`config.mk`:
```
export PLATFORM = sky130hd
export DESIGN_NAME = eqc_top
export DESIGN_NICKNAME = d
export VERILOG_FILES = /design/src/common/eqc_pkg.sv /design/src/rtl/eqc_top.sv
export SDC_FILE = /design/constraint.sdc
export NUM_CORES = 1
export LEC_CHECK = 0
export ABC_AREA = 1
export BUFFER_PORTS_ARGS = -buffer_cell sky130_fd_sc_hd__buf_2
export CAP_MARGIN = 20
export CELL_PAD_IN_SITES_DETAIL_PLACEMENT = 0
export CELL_PAD_IN_SITES_GLOBAL_PLACEMENT = 1
export CORE_ASPECT_RATIO = 0.7
export CORE_MARGIN = 1
export CORE_UTILIZATION = 41
export DETAILED_ROUTE_END_ITERATION = 8
export PLACE_DENSITY = 0.86
export SYNTH_ARGS = -nofsm -noshare
export SYNTH_HDL_FRONTEND = slang
export SYNTH_SLANG_ARGS = --single-unit
```
`constraint.sdc`:
```
create_clock -name mclk -period 6.69 [get_ports mclk]
set_input_delay 1.338 -clock mclk [delete_from_list [all_inputs] [get_ports mclk]]
set_output_delay 1.338 -clock mclk [all_outputs]
set_load 0.01 [all_outputs]
```
`src/common/eqc_pkg.sv`:
```
package eqc_pkg;
  // Register byte offsets
  localparam logic [7:0] OFF_MODE     = 8'h00;
  localparam logic [7:0] OFF_CLK      = 8'h04;
  localparam logic [7:0] OFF_CNT_LO   = 8'h08;
  localparam logic [7:0] OFF_CNT_HI   = 8'h0C;
  localparam logic [7:0] OFF_IRQ_STAT = 8'h10;
  localparam logic [7:0] OFF_IRQ_MASK = 8'h14;
  localparam logic [7:0] OFF_STATUS   = 8'h18;
  // Mode register fields
  localparam int MODE_OP_LO  = 0;
  localparam int MODE_CNT_UP = 2;
  // Clock register fields
  localparam int CLK_RD_LO   = 0;
  localparam int CLK_GE_LO   = 2;
  localparam int CLK_NORMAL_GAIN_SEL    = 4;
  localparam int CLK_FR_LO   = 5;
  localparam int CLK_LEAK    = 7;
  // Reset values
  localparam logic [7:0] MODE_RST = 8'h00;
  localparam logic [7:0] CLK_RST  = 8'h9A;
  // Gains
  localparam logic [2:0] GAIN_NORM_0 = 3'h2;
  localparam logic [2:0] GAIN_NORM_1 = 3'h1;
  localparam logic [2:0] GAIN_EXT_BASE = 3'h2;
  // Return delays in bits
  localparam logic [9:0] RET_DLY_BASE = 10'h040;

  typedef enum logic [1:0] {
    EQC_NORMAL = 2'b00,
    EQC_SEARCH = 2'b01,
    EQC_OFF    = 2'b10
  } eqc_op_t;

  typedef enum logic [0:0] {
    EQC_RANGE_NORM = 1'b0,
    EQC_RANGE_EXT  = 1'b1
  } eqc_range_t;
endpackage

```
`src/rtl/eqc_top.sv`:
```
// How it works
// - Each aux envelope rising edge steps the counter by one, up or down, unless a counter byte write falls in the same cycle.
// - Mode field: 0 normal, 1 search, 2 and 3 off.
// - Normal mode: main and aux channels processed, aux envelope not.
// - Search mode: only the aux channel and aux envelope processed, main channel not.
// - Off mode: sleep and read sync flag held high.
// - Off mode: accesses to registers other than mode register ignored.
// - Leak bit enables the loop filter leakage term.
// - Pull range codes 0..3 give 8, 16, 22, 28 percent.
// - Pull range code 0 never enters extended range.
// - Normal gain bit: 0 gives gain 2, 1 gives gain 1.
// - Extended gain codes 0..3 give gains 2..5.
// - Return to normal after programmed count of in-range bit periods.
// - Return delay codes 0..3 give 64, 128, 256, 512 bits.
// - Envelope counter is 16 bits, accessed as low then high byte.
// - Flag raised when the envelope counter reaches zero.
//
// Our own choices: the register offsets and the APB interface to the registers.
`timescale 1ns/1ps
`default_nettype none
module eqc_top
  import eqc_pkg::*;
(
  input  wire logic        mclk,
  input  wire logic        srst,
  input  wire logic        psel,
  input  wire logic        penable,
  input  wire logic        pwrite,
  input  wire logic [7:0]  paddr,
  input  wire logic [31:0] pwdata,
  output logic [31:0]      prdata,
  output logic             pready,
  output logic             pslverr,
  input  wire logic        aux_envelope,
  input  wire logic        bit_tick,
  input  wire logic        freq_in_range,
  output logic             read_sync_flag,
  output logic             eq_sleep,
  output logic             main_proc_en,
  output logic             aux_proc_en,
  output logic             aux_env_proc_en,
  output logic             loop_leak_on,
  output logic [1:0]       pull_range,
  output logic             ext_range,
  output logic [2:0]       pll_gain,
  output logic             irq
);
  import eqc_pkg::*;

  logic [7:0]  mode_r, mode_nxt;
  logic [7:0]  clk_r, clk_nxt;
  logic [15:0] cnt_r, cnt_nxt;
  logic [1:0]  stat_r, stat_nxt;
  logic [1:0]  mask_r, mask_nxt;
  logic [31:0] rdata_r, rdata_nxt;
  logic [2:0]  env_sync_r, env_sync_nxt;
  logic        rng_s1_r, rng_s2_r, tick_s1_r, tick_s2_r, tick_d_r;
  eqc_range_t  rng_r, rng_nxt;
  logic [9:0]  ret_cnt_r, ret_cnt_nxt;
  logic [9:0]  ret_limit;
  eqc_op_t     op;
  logic        wr_acc, rd_acc, blocked, env_rise, tick, cnt_write, zero_evt;

  // Mode decode
  // decode op mode
  always_comb begin
    case (mode_r[MODE_OP_LO +: 2])
      2'b00:   op = EQC_NORMAL;
      2'b01:   op = EQC_SEARCH;
      default: op = EQC_OFF;
    endcase
  end

  assign pready  = 1'b1;
  assign wr_acc  = psel && penable && pwrite;
  assign rd_acc  = psel && penable && !pwrite;
  assign blocked = (op == EQC_OFF) && (paddr != OFF_MODE);
  assign pslverr = 1'b0;

  assign env_rise = env_sync_r[1] && !env_sync_r[2];
  assign tick     = tick_s2_r && !tick_d_r;
  assign cnt_write = wr_acc && !blocked && (paddr == OFF_CNT_LO || paddr == OFF_CNT_HI);

  always_comb begin
    env_sync_nxt = {env_sync_r[1:0], aux_envelope};
  end

  // Register file and counter
  always_comb begin
    mode_nxt = mode_r;
    clk_nxt  = clk_r;
    cnt_nxt  = cnt_r;
    mask_nxt = mask_r;
    zero_evt = 1'b0;
    if (env_rise) begin
      if (mode_r[MODE_CNT_UP]) begin
        cnt_nxt = cnt_r + 16'h0001;
      end else begin
        cnt_nxt = cnt_r - 16'h0001;
      end
      zero_evt = (cnt_nxt == 16'h0000);
    end
    if (wr_acc && !blocked) begin
      case (paddr)
        OFF_MODE:     mode_nxt = pwdata[7:0];
        OFF_CLK:      clk_nxt  = pwdata[7:0];
        OFF_CNT_LO:   cnt_nxt  = {cnt_r[15:8], pwdata[7:0]};
        OFF_CNT_HI:   cnt_nxt  = {pwdata[7:0], cnt_r[7:0]};
        OFF_IRQ_MASK: mask_nxt = pwdata[1:0];
        default:      mask_nxt = mask_r;
      endcase
    end
    if (cnt_write) begin
      zero_evt = 1'b0;
    end
  end

  // Sticky status, set wins over clear
  always_comb begin
    stat_nxt = stat_r;
    if (wr_acc && !blocked && paddr == OFF_IRQ_STAT) begin
      stat_nxt = stat_r & ~pwdata[1:0];
    end
    if (zero_evt) begin
      stat_nxt[0] = 1'b1;
    end
    if (rng_r == EQC_RANGE_NORM && rng_nxt == EQC_RANGE_EXT) begin
      stat_nxt[1] = 1'b1;
    end
  end

  always_comb begin
    rdata_nxt = 32'h0000_0000;
    if (psel && !penable && !pwrite && !blocked) begin
      case (paddr)
        OFF_MODE:     rdata_nxt = {24'h000000, mode_r};
        OFF_CLK:      rdata_nxt = {24'h000000, clk_r};
        OFF_CNT_LO:   rdata_nxt = {24'h000000, cnt_r[7:0]};
        OFF_CNT_HI:   rdata_nxt = {24'h000000, cnt_r[15:8]};
        OFF_IRQ_STAT: rdata_nxt = {30'h0, stat_r};
        OFF_IRQ_MASK: rdata_nxt = {30'h0, mask_r};
        OFF_STATUS:   rdata_nxt = {29'h0, read_sync_flag, ext_range, cnt_r == 16'h0000};
        default:      rdata_nxt = 32'h0000_0000;
      endcase
    end else if (rd_acc) begin
      rdata_nxt = rdata_r;
    end
  end

  // Clock extraction range control
  // return delay select
  assign ret_limit = RET_DLY_BASE << clk_r[CLK_RD_LO +: 2];

  always_comb begin
    rng_nxt     = rng_r;
    ret_cnt_nxt = ret_cnt_r;
    if (clk_r[CLK_FR_LO +: 2] == 2'b00) begin
      rng_nxt     = EQC_RANGE_NORM;
      ret_cnt_nxt = 10'h000;
    end else if (tick) begin
      case (rng_r)
        EQC_RANGE_NORM: begin
          if (!rng_s2_r) begin
            rng_nxt     = EQC_RANGE_EXT;
            ret_cnt_nxt = 10'h000;
          end
        end
        EQC_RANGE_EXT: begin
          if (!rng_s2_r) begin
            ret_cnt_nxt = 10'h000;
          end else if (ret_cnt_r + 10'h001 >= ret_limit) begin
            rng_nxt     = EQC_RANGE_NORM;
            ret_cnt_nxt = 10'h000;
          end else begin
            ret_cnt_nxt = ret_cnt_r + 10'h001;
          end
        end
        default: rng_nxt = EQC_RANGE_NORM;
      endcase
    end
  end

  always_ff @(posedge mclk) begin
    if (srst) begin
      mode_r     <= MODE_RST;
      clk_r      <= CLK_RST;
      cnt_r      <= 16'h0000;
      stat_r     <= 2'h0;
      mask_r     <= 2'h0;
      rdata_r    <= 32'h0000_0000;
      env_sync_r <= 3'h0;
      rng_s1_r   <= 1'b1;
      rng_s2_r   <= 1'b1;
      tick_s1_r  <= 1'b0;
      tick_s2_r  <= 1'b0;
      tick_d_r   <= 1'b0;
      rng_r      <= EQC_RANGE_NORM;
      ret_cnt_r  <= 10'h000;
    end else begin
      mode_r     <= mode_nxt;
      clk_r      <= clk_nxt;
      cnt_r      <= cnt_nxt;
      stat_r     <= stat_nxt;
      mask_r     <= mask_nxt;
      rdata_r    <= rdata_nxt;
      env_sync_r <= env_sync_nxt;
      rng_s1_r   <= freq_in_range;
      rng_s2_r   <= rng_s1_r;
      tick_s1_r  <= bit_tick;
      tick_s2_r  <= tick_s1_r;
      tick_d_r   <= tick_s2_r;
      rng_r      <= rng_nxt;
      ret_cnt_r  <= ret_cnt_nxt;
    end
  end

  assign prdata = rdata_r;
  assign irq    = |(stat_r & mask_r);

  assign main_proc_en    = (op == EQC_NORMAL);
  assign aux_proc_en     = (op != EQC_OFF);
  assign aux_env_proc_en = (op == EQC_SEARCH);
  assign eq_sleep        = (op == EQC_OFF);
  assign read_sync_flag  = (op == EQC_OFF);
  assign loop_leak_on    = clk_r[CLK_LEAK];
  assign pull_range      = clk_r[CLK_FR_LO +: 2];
  assign ext_range       = (rng_r == EQC_RANGE_EXT);

  always_comb begin
    if (rng_r == EQC_RANGE_EXT) begin
      pll_gain = GAIN_EXT_BASE + {1'b0, clk_r[CLK_GE_LO +: 2]};
    end else if (clk_r[CLK_NORMAL_GAIN_SEL]) begin
      pll_gain = GAIN_NORM_1;
    end else begin
      pll_gain = GAIN_NORM_0;
    end
  end

  AST_OFF_SYNC: assert property (@(posedge mclk) disable iff (srst)
    (mode_r[1] |-> read_sync_flag && eq_sleep && !aux_proc_en))
    else $error("off mode outputs wrong");
  AST_MODE_DEC: assert property (@(posedge mclk) disable iff (srst)
    (mode_r[1:0] == 2'b01) |-> (aux_proc_en && !main_proc_en))
    else $error("search decode wrong");
  AST_NORM_DEC: assert property (@(posedge mclk) disable iff (srst)
    (mode_r[1:0] == 2'b00) |-> (main_proc_en && aux_proc_en && !aux_env_proc_en))
    else $error("normal decode wrong");
  AST_OFF_BLOCK: assert property (@(posedge mclk) disable iff (srst)
    (psel && penable && pwrite && mode_r[1] && paddr == OFF_CLK) |=> $stable(clk_r))
    else $error("write accepted in off mode");
  AST_CNT_UP: assert property (@(posedge mclk) disable iff (srst)
    (env_rise && mode_r[2] && !cnt_write) |=> cnt_r == $past(cnt_r) + 16'h0001)
    else $error("counter did not increment");
  AST_CNT_DN: assert property (@(posedge mclk) disable iff (srst)
    (env_rise && !mode_r[2] && !cnt_write) |=> cnt_r == $past(cnt_r) - 16'h0001)
    else $error("counter did not decrement");
  AST_ZERO_FLAG: assert property (@(posedge mclk) disable iff (srst)
    (zero_evt) |=> stat_r[0])
    else $error("zero flag not set");
  AST_FR0_NORM: assert property (@(posedge mclk) disable iff (srst)
    (clk_r[6:5] == 2'b00) |=> !ext_range)
    else $error("extended range with code 0");
  AST_GAIN_NORM: assert property (@(posedge mclk) disable iff (srst)
    (!ext_range) |-> pll_gain == (clk_r[4] ? 3'h1 : 3'h2))
    else $error("normal gain wrong");
  AST_ENTER_EXT: assert property (@(posedge mclk) disable iff (srst)
    (tick && !rng_s2_r && clk_r[6:5] != 2'b00 && clk_nxt[6:5] != 2'b00) |=> ext_range)
    else $error("extended range not entered");
  AST_IRQ: assert property (@(posedge mclk) disable iff (srst)
    irq == |(stat_r & mask_r))
    else $error("irq level wrong");
  AST_LEAK: assert property (@(posedge mclk) disable iff (srst)
    loop_leak_on == clk_r[7])
    else $error("leak output wrong");
  AST_PULL: assert property (@(posedge mclk) disable iff (srst)
    pull_range == clk_r[6:5])
    else $error("pull range output wrong");

  // Extended range gain for codes 0 to 2
  AST_GAIN_EXT0: assert property (@(posedge mclk) disable iff (srst)
    (ext_range && clk_r[3:2] == 2'b00) |-> pll_gain == 3'h2)
    else $error("extended gain code 0 wrong");
  AST_GAIN_EXT1: assert property (@(posedge mclk) disable iff (srst)
    (ext_range && clk_r[3:2] == 2'b01) |-> pll_gain == 3'h3)
    else $error("extended gain code 1 wrong");
  AST_GAIN_EXT2: assert property (@(posedge mclk) disable iff (srst)
    (ext_range && clk_r[3:2] == 2'b10) |-> pll_gain == 3'h4)
    else $error("extended gain code 2 wrong");

  // Return delay and entry flag
  AST_RET_HOLD: assert property (@(posedge mclk) disable iff (srst)
    (ext_range && tick && !rng_s2_r && clk_r[6:5] != 2'b00) |=> ext_range && ret_cnt_r == 10'h000)
    else $error("out of range bit did not restart return count");
  AST_RET_EXIT: assert property (@(posedge mclk) disable iff (srst)
    (ext_range && tick && rng_s2_r && clk_r[6:5] != 2'b00 && clk_r[1:0] == 2'b00
     && ret_cnt_r == 10'h03F) |=> !ext_range)
    else $error("no return after 64 bits");
  AST_EXT_FLAG: assert property (@(posedge mclk) disable iff (srst)
    (tick && !rng_s2_r && !ext_range && clk_r[6:5] != 2'b00) |=> stat_r[1])
    else $error("extended entry flag not set");

  // Register access checks
  AST_OFF_READ: assert property (@(posedge mclk) disable iff (srst)
    (psel && !penable && !pwrite && mode_r[1] && paddr != OFF_MODE) |=> prdata == 32'h0000_0000)
    else $error("read data returned in off mode");
  AST_OFF_MODE_WR: assert property (@(posedge mclk) disable iff (srst)
    (wr_acc && mode_r[1] && paddr == OFF_MODE) |=> mode_r == $past(pwdata[7:0]))
    else $error("mode write lost in off mode");
  AST_CNT_WR_LO: assert property (@(posedge mclk) disable iff (srst)
    (wr_acc && !blocked && paddr == OFF_CNT_LO) |=> cnt_r[7:0] == $past(pwdata[7:0]))
    else $error("counter low byte write lost");
  AST_CNT_WR_HI: assert property (@(posedge mclk) disable iff (srst)
    (wr_acc && !blocked && paddr == OFF_CNT_HI) |=> cnt_r[15:8] == $past(pwdata[7:0]))
    else $error("counter high byte write lost");
  AST_SET_WINS: assert property (@(posedge mclk) disable iff (srst)
    (zero_evt && wr_acc && !blocked && paddr == OFF_IRQ_STAT && pwdata[0]) |=> stat_r[0])
    else $error("zero flag clear beat the set");

  COV_OFF: cover property (@(posedge mclk) disable iff (srst) $rose(read_sync_flag));
  COV_SEARCH: cover property (@(posedge mclk) disable iff (srst) aux_env_proc_en);
  COV_RET_LONG: cover property (@(posedge mclk) disable iff (srst)
    ext_range && clk_r[1:0] == 2'b11 && ret_cnt_r == 10'h1FF);
  COV_EXT: cover property (@(posedge mclk) disable iff (srst) $fell(ext_range));
  COV_ZERO: cover property (@(posedge mclk) disable iff (srst) zero_evt);
endmodule
`default_nettype wire

```
* Word-level counts from Yosys, hierarchy flattened
Index checks and enable logic that the tools add are counted.
** Word-level totals
- Register bits :: 87
- Output and inout bits :: 47
** Operators by class
- $add $sub $neg :: 4
- Order comparisons :: 1
- Equality and inequality tests :: 14
- Shift-type cells :: 1
- Muxes and demuxes :: 26
- Bitwise operators :: 4
- Reductions and logical operators :: 34
** Operators with widths (number)
- $mux W16 :: 4
- $mux W32 :: 2
- $pmux W8 S7 :: 1
- $logic_not A16 Y1 :: 2
- $pmux W16 S2 :: 1
- $mux W10 :: 3
- $eq A8 B5 Y1 const B :: 3
- $pmux W10 S2 :: 1
- $add A16 B1 Y16 const B :: 1
- $eq A8 B4 Y1 const B :: 2
- $sub A16 B1 Y16 const B :: 1
- $logic_and A1 B1 Y1 :: 13
- $add A10 B1 Y10 const B :: 1
- $ge A10 B10 Y1 :: 1
- $shl A7 B2 Y10 const A :: 1
- $mux W1 :: 9
- $eq A8 B3 Y1 const B :: 1
- $logic_not A8 Y1 :: 1
- $ne A2 B2 Y1 const B :: 4
- $reduce_and A2 Y1 :: 4
- $reduce_bool A8 Y1 :: 1
- $logic_not A2 Y1 :: 3
- $logic_not A1 Y1 :: 5
- $and A2 B2 Y2 :: 2
- other kinds (13) :: 17

* Depth between registers and ports, before layout
Gate-level depths: netlist (run 1).
- Depth after elaboration :: 9
- Gate-level depth with buffers :: 17
- Mapped depth without buffers :: 17

* Worst setup path after synthesis (run 1)
No wires, ideal clock.
- Kind :: input to register
- From :: input paddr[1]
- To :: register cnt_r[0]
- Library setup time :: 0.113 ns
- Arrival time :: 2.331 ns
- Data required time :: 6.577 ns
- Path slack :: 4.246 ns
- Stages on the path :: 9
- Path through :: nor2_4 -> nand2_1 -> o21ai_2 -> nand2_4 -> nor2_4 -> buf_4 -> o22ai_1 -> o21ai_1 -> inv_1
** On the way
- Cells in the longest elaborated chain, start to end :: 5
- Elaborated cells between the ends (all ways) :: 9
- Those cells by class :: eq/ne (3); mux (2); reduce/logical (4)
** Ends and longest elaborated chain
- start, declared :: RTL line eqc_top.sv:29 : input wire logic [7:0] paddr,
- $reduce_bool A8 Y1 :: RTL line eqc_top.sv:77 : assign blocked = (op == EQC_OFF) && (paddr != OFF_MODE);
- $logic_and A1 B1 Y1 :: RTL line eqc_top.sv:77
- $logic_not A1 Y1 :: RTL line eqc_top.sv:103 : if (wr_acc && !blocked) begin
- $logic_and A1 B1 Y1 :: RTL line eqc_top.sv:103
- $ne A2 B2 Y1 (no line) / $mux W16 (equally long branches)
- end signal, assigned :: RTL line eqc_top.sv:202 : cnt_r <= cnt_nxt;
- end, declared :: RTL line eqc_top.sv:52 : logic [15:0] cnt_r, cnt_nxt;
Several ways; a longest one is shown, not always the timed one.
A chain may end at the register's enable or synchronous reset.

* Final worst setup path (run 1)
- From :: register ret_cnt_r[1]
- To :: register ret_cnt_r[7]
** On the way
- Cells in the longest elaborated chain, start to end :: 5
** Ends and longest elaborated chain
- start, declared :: RTL line eqc_top.sv:59 : logic [9:0] ret_cnt_r, ret_cnt_nxt;
- start signal, assigned :: RTL line eqc_top.sv:213 : ret_cnt_r <= ret_cnt_nxt;
- $add A10 B1 Y10 * :: RTL line eqc_top.sv:171, eqc_top.sv:175
- $ge A10 B10 Y1 :: RTL line eqc_top.sv:171 : end else if (ret_cnt_r + 10'h001 >= ret_limit) begin
- $mux W10 * :: RTL line eqc_top.sv:171
- $mux W10 * :: RTL line eqc_top.sv:169 : if (!rng_s2_r) begin
- $pmux W10 S2 * :: RTL line eqc_top.sv:161 : case (rng_r)
Every way passes the cells marked *; elsewhere a longest branch is shown, timed or not.

==> results.cfg, run 1 <==
[run_status]
outcome = completed

[synth]
synth-seq-area-share_pct = 28.5
synth_edf_count = 0
synth_area_per_cell_um2 = 6.41
async_flop_share_pct = 0
syn_area_mm2 = 0.00443
synthCells = 691
synthFlopType = dfxtp_1
yosysUniqueCellTypes = 43
yosysWarnings = 0
ys_seq_elements = 63

[hold_path]
holdPathEnd = env_sync_r[1]
min-delay-start = env_sync_r[0]
hold_depth = 2
hold_path.class = register to register

[floorplanning]
initial_utilization_pct = 42.4
io_pins = 95
die_area_mm2 = 0.0112
rows = 31
die_x_um = 126
dieHeight_um = 89.0
coreArea_mm2 = 0.0104

[sta]
fin_crit_ps = 2830
fin_tns_setup_ps = 0
hold_viol_final = 0
tightest_slew_ps = 690
setup-violations-final = 0
fmax_ghz = 0.354
relSlewSlack_pct = 53.9
rsz0062_at_grt = false
slew_viol_final = 0
fin_skew_ps = 3.18
min_period_over_period_pct = 42.3

[global_routing]
grt_pass1_vias = 3788
antenna_found_initial = 0
grt_overflow = 0
grt_max_degree = 32
grt_pass1_wl_um = 19000
grtUsageTotal_pct = 22.0

[worst_setup_path]
timing.rr.end = ret_cnt_r[7]
crit_path_start = ret_cnt_r[1]
crit_arrival_ps = 3090
crit_type = register to register
endpoint_kind = register
cp_max_fo = 5
start_kind = register
reg2reg_slack_ps = 3860
r2r_start = ret_cnt_r[1]
r2r_cells = 14
critical_path_required_ps = 6950

[placed_design]
dp_hpwl_um = 9410
place_congestion = 0.882
port_buffers = 44

[layout]
final_core_util_pct = 46.9
layout-drive-gt1-share_pct = 10.2
syn2layout_area_growth_pct = 10.5
fin_nets = 799
antennaDiodeCount = 0

[clock_tree]
cts-buffers-inserted = 9
cts.repair.resized = 0
clkTransAtPathRegs_ps = 50
ctsHoldBuffers = 0
clockBufferDepth = 2
postCtsSetupBuffers = 0
htree_levels = 3
cts_tree = yes
root_buffer = clkbuf_16
insertion_delay_ps = 330
clock-sinks = 63

[drt]
wl_per_cell_um = 13.7
drcViolationCount = 0
vias = 4320
wirelength_um = 11800
drtPass1Iterations = 5
drtAntennaViolNets = 0
dr.first_iter.drc_count = 385
routed_via_density = 5.00

[power]
powerDensity_mw_per_mm2 = 204
p_leak_uw = 0.00233
vdd_drop_max_mv = 0.142
total_power_uw = 996

[job]
drv_cap = 0
-- metrics by stage --
stage / area [um^2] / cells / hold WS, ps / worst slack (ps)
2_1_floorplan: 4520 / 715 / 388 / 4250
3_5_place_dp: 4630 / 850 / 405 / 3670
5_1_grt: 4890 / 864 / 425 / 3490
4_1_cts: 4890 / 864 / 414 / 3880
3_3_place_gp: 4630 / 850 / 395 / 3720
6_report: 4890 / 864 / 407 / 3860
-- Yosys cell counts (all sizes together) (2+ instances only) --
| master | n | area share [%] |
|---|---|---|
| nand3 | 22 | 2.5 |
| or2 | 5 | 0.71 |
| inv | 115 | 9.7 |
| o22ai | 10 | 1.4 |
| clkbuf | 8 | 0.68 |
| nor3 | 5 | 0.57 |
| o211ai | 19 | 3.2 |
| nor2 | 61 | 5.9 |
| buf | 34 | 5.7 |
| o21ai | 47 | 5.7 |
| a211oi | 6 | 1.0 |
| o221ai | 4 | 0.79 |
| nand3b | 5 | 0.85 |
| a21oi | 50 | 5.7 |
| conb | 2 | 0.17 |
| nand2 | 184 | 16 |
| dfxtp | 63 | 28 |
| nand4 | 9 | 1.3 |
| and3 | 3 | 0.42 |
| ha | 21 | 5.9 |
| xnor2 | 3 | 0.59 |
| xor2 | 5 | 0.99 |
-- final cells by class --
class                           instances  area [um^2]
Tap cell                              132          165
Clock inverter                          1         5.00
Sequential cell                        63         1260
Multi-Input combinational cell        494         2540
Fill cell                            1092         5540
Inverter                              116          437
Timing Repair Buffer                   45          228
Clock buffer                           13          260
-- flip-flops by register name (all words and copies together) (netlist names) --
register    flops
mode_r          8
ext_range       1
tick_s2_r       1
env_sync_r      3
tick_d_r        1
prdata          8
rng_s2_r        1
stat_r          2
mask_r          2
clk_r           8
rng_s1_r        1
tick_s1_r       1
cnt_r          16
ret_cnt_r      10
-- worst max-delay path, cell delays in order (launching register included) --
cell	delay [ps]
dfxtp_1	380
ha_1	180
nand2_1	70
nor3b_1	380
nand2_1	120
xor2_1	160
inv_1	70
ha_1	280
o21ai_0	150
a21boi_0	100
o21ai_0	290
nand4_1	180
inv_1	190
nand2_1	90
a21oi_1	130
-- where the power goes --
part	internal (uW)	switching, uW
sequential	383	7.10
clock	266	160
combinational	58.3	121
-- logic make-up (layout without fill, tap and decap cells) --
| logic type | count (synthesis) | after routing | synth area share, % |
|---|---|---|---|
| other cells | 2 | 26 | 0.170 |
| compound gates | 141 | 141 | 18.6 |
| buf+inv | 158 | 175 | 16.3 |
| simple gates | 297 | 297 | 28.5 |
| fa+ha+maj | 22 | 22 | 6.39 |
| flops | 63 | 63 | 28.5 |
| xor+xnor | 8 | 8 | 1.58 |
-- layer usage --
metal	vias up	routed length [um]	global-route usage [%]
met5	-	0	0
met4	0	95	5.04
met3	12	942	6.22
met2	145	4390	30.8
met1	1915	6390	32.8
li1	2248	-	-
-- layout by cell type (no fill, tap or decap), drive strengths merged --
cell,instances
and3,3
inv,115
conb,26
nor2,61
clkinv,2
xnor2,3
xor2,5
nor3b,1
o21ai,47
nand3,22
nand2,184
dfxtp,63
nand2b,1
or2,5
a31oi,1
o221ai,4
a21boi,1
fa,1
o2111ai,1
a22o,1
o22ai,10
a21oi,50
nor3,5
nand3b,5
a211oi,6
and2,1
o211ai,19
ha,21
clkbuf,13
o21bai,1
nand4,9
buf,45
-- worst max path at each step --
stage / endpoint / slack, ps / cells past startpoint
after floorplan: cnt_r[0] / 4250 / 9
after global placement: cnt_r[1] / 3720 / 10
after detailed placement: cnt_r[1] / 3670 / 10
after CTS: ret_cnt_r[7] / 3880 / 14
after global routing: ret_cnt_r[2] / 3490 / 14
final: ret_cnt_r[7] / 3860 / 14
(Power assumes the default switching activity.)
==> run 2, diff against run 1 <==
--- a/config.mk
+++ b/config.mk
@@ -5,16 +5,16 @@
 export SDC_FILE = /design/constraint.sdc
 export NUM_CORES = 1
 export LEC_CHECK = 0
-export ABC_AREA = 1
+export ABC_AREA = 0
 export BUFFER_PORTS_ARGS = -buffer_cell sky130_fd_sc_hd__buf_2
 export CAP_MARGIN = 20
 export CELL_PAD_IN_SITES_DETAIL_PLACEMENT = 0
 export CELL_PAD_IN_SITES_GLOBAL_PLACEMENT = 1
 export CORE_ASPECT_RATIO = 0.7
 export CORE_MARGIN = 1
-export CORE_UTILIZATION = 41
+export CORE_UTILIZATION = 39
 export DETAILED_ROUTE_END_ITERATION = 8
-export PLACE_DENSITY = 0.86
+export PLACE_DENSITY = 0.8
 export SYNTH_ARGS = -nofsm -noshare
 export SYNTH_HDL_FRONTEND = slang
 export SYNTH_SLANG_ARGS = --single-unit
==> constraint.sdc (replaced) <==
create_clock -name mclk -period 2.9 [get_ports mclk]
set_input_delay 0.58 -clock mclk [delete_from_list [all_inputs] [get_ports mclk]]
set_output_delay 0.58 -clock mclk [all_outputs]
set_load 0.01 [all_outputs]
==> run 2 against run 1 <==
Utilization is 2.2 points higher. Combinational power is 140% higher. Hold slack better by 16 ps. Die area is 6.6% lower. Clock skew is 2.2 ps higher. Total power is 140% higher. Synthesized cell count is 28% lower. Register-to-register slack worse by 3700 ps. Count of clock-buffer cells in the layout is 1 lower. Via count is 9.7% lower. Sequential power is 130% higher. Setup slack worse by 3700 ps. Critical path type unchanged. Largest power group unchanged. Highest routed layer unchanged.
==> results.cfg, run 2 <==
[run_status]
outcome = completed

[sta]
min_period_over_period_pct = 95.1
relSlewSlack_pct = 52.3
rsz0062_at_grt = false
fin_tns_setup_ps = 0
fin_crit_ps = 2760
slew_viol_final = 0
fmax_ghz = 0.362
hold_viol_final = 0
setup-violations-final = 0
fin_skew_ps = 5.38
tightest_slew_ps = 714

[global_routing]
antenna_found_initial = 0
grtUsageTotal_pct = 22.2
grt_overflow = 0
grt_max_degree = 47
grt_pass1_wl_um = 17900
grt_pass1_vias = 3535

[worst_setup_path]
cp_slowest_cell = fa_1
crit_type = register to register
path_buf_inv = 2
critPathTopFamily = simple AND/OR/NAND/NOR gates
endpoint_kind = register
path_cells = inv_4 -> fa_1 -> a211oi_1 -> o21ai_1 -> buf_4 -> o2111ai_1 -> nand2_1 -> or4_1 -> and4_1 -> nand4_1 -> o21ai_0
crit_arrival_ps = 2970
r2r_cells = 11
start_kind = register
cp_max_fo = 8
critical_path_required_ps = 3110
worst-path-stages = 11
cp_slowest_stage_delay_ps = 470

[layout]
final_common_cell = nor2_1
final_core_util_pct = 49.1
fin_nets = 638
largestRegisters = cnt_r x16, ret_cnt_r x10
antennaDiodeCount = 0
layout-drive-gt1-share_pct = 22.0
syn2layout_area_growth_pct = 22.0
layout.cells.most_common_list = 64 x nor2_1, 63 x dfxtp_1, 44 x buf_2
largest_reg_flops = 16
regMostFlops = cnt_r

[clock_tree]
cts-buffers-inserted = 9
htree_levels = 3
root_buffer = clkbuf_16
clock-sinks = 63
insertion_delay_ps = 330
clockBufferDepth = 2
clkTransAtPathRegs_ps = 50
cts_tree = yes

[drt]
wl_per_cell_um = 16.0
wirelength_um = 11200
dr.first_iter.drc_count = 357
vias = 3900
drcViolationCount = 0
drtAntennaViolNets = 0
routed_via_density = 5.56
drtPass1Iterations = 8

[synth]
synthCells = 497
yosysUniqueCellTypes = 57
synth_area_per_cell_um2 = 7.91
async_flop_share_pct = 0
synthFlopType = dfxtp_1
synth_largest_area_cell = dfxtp_1
synth-seq-area-share_pct = 32.1
synth_most_common_cell = nor2_1
yosysWarnings = 0
synth_top_cells_by_count = 65 x nor2_1, 63 x dfxtp_1, 43 x a21oi_1, 39 x nand2_1, 35 x nand3_1
synthTopCellsByArea = dfxtp_1 32%, ha_1 6.7%, nor2_1 6.2%, buf_4 5.5%, a21oi_1 5.5%
syn_area_mm2 = 0.00393
synth_edf_count = 0
synth_top_area_share_pct = 32.1
ys_seq_elements = 63

[floorplanning]
die_area_mm2 = 0.0105
io_pins = 95
rows = 30
dieHeight_um = 86.0
initial_utilization_pct = 40.3
coreArea_mm2 = 0.00976
die_x_um = 122

[power]
powerDensity_mw_per_mm2 = 497
p_leak_uw = 0.00199
vdd_drop_max_mv = 0.346

[job]
drv_cap = 0

[hold_path]
hold_depth = 1
hold_path.class = register to register

[placed_design]
dp_hpwl_um = 8460
port_buffers = 44
place_congestion = 0.839
-- run 2: layout make-up --
class	instances	area, um^2
clock buffer	12	246
clock inverter	4	45.0
multi-input combinational	401	2510
inverter	8	32.5
timing repair buffer	85	541
fill	960	4960
sequential	63	1260
tap	128	160
-- run 2: metal layers --
metal  vias to the layer above  global-route usage [%]  wire, um
met4                         0                    5.50       101
met5                         -                       0         0
met1                      1816                    32.0      5290
li1                       1889                       -         -
met3                        11                    5.45      1130
met2                       184                    32.9      4730
-- run 2: power by group --
group | internal [uW] | switching, uW | total [uW]
combinational | 191 | 237 | 428
clock | 684 | 372 | 1060
sequential | 884 | 17.1 | 901
total | 1760 | 626 | 2380
-- run 2: timing repair --
item | 4_1_cts | 5_1_grt
endpoints found under the setup margin | 3 | 7
hold buffers | 0 | 0
resized for setup | 2 | 15
setup buffers | 0 | 0
pin swaps | 0 | 2
-- run 2: final timing paths --
path,start,to,slack [ps]
max reg2reg,mode_r[2],stat_r[0],140
min,rng_s1_r,rng_s2_r,420
min reg2reg,rng_s1_r,rng_s2_r,420
max,mode_r[2],stat_r[0],140
-- run 2: kinds of logic after synthesis --
group,synth area share [%]
AO/OA/AOI/OAI,20.5
XOR/XNOR,3.57
adder cells (fa/ha/maj),7.20
buffers and inverters,8.34
flip-flops,32.1
multiplexers,2.83
other,0.191
AND/OR/NAND/NOR,25.3
-- run 2: per-stage QoR --
step	cells	power, uW	hold WS [ps]	worst slack, ps	cell area (um^2)
3_3_place_gp	684	1310	402	28.1	4420
2_1_floorplan	521	1200	389	65.6	4020
5_1_grt	701	2480	438	11.8	4790
4_1_cts	701	2370	427	22.1	4720
6_report	701	2380	423	141	4790
3_5_place_dp	685	1320	418	-107	4420
-- run 2: worst register-to-register path, cell delays in order (launching register included) --
cell       delay [ps]
dfxtp_1           370
inv_4              90
fa_1              470
a211oi_1          240
o21ai_1           180
buf_4             170
o2111ai_1         180
nand2_1           140
or4_1             440
and4_1            200
nand4_1            90
o21ai_0            70
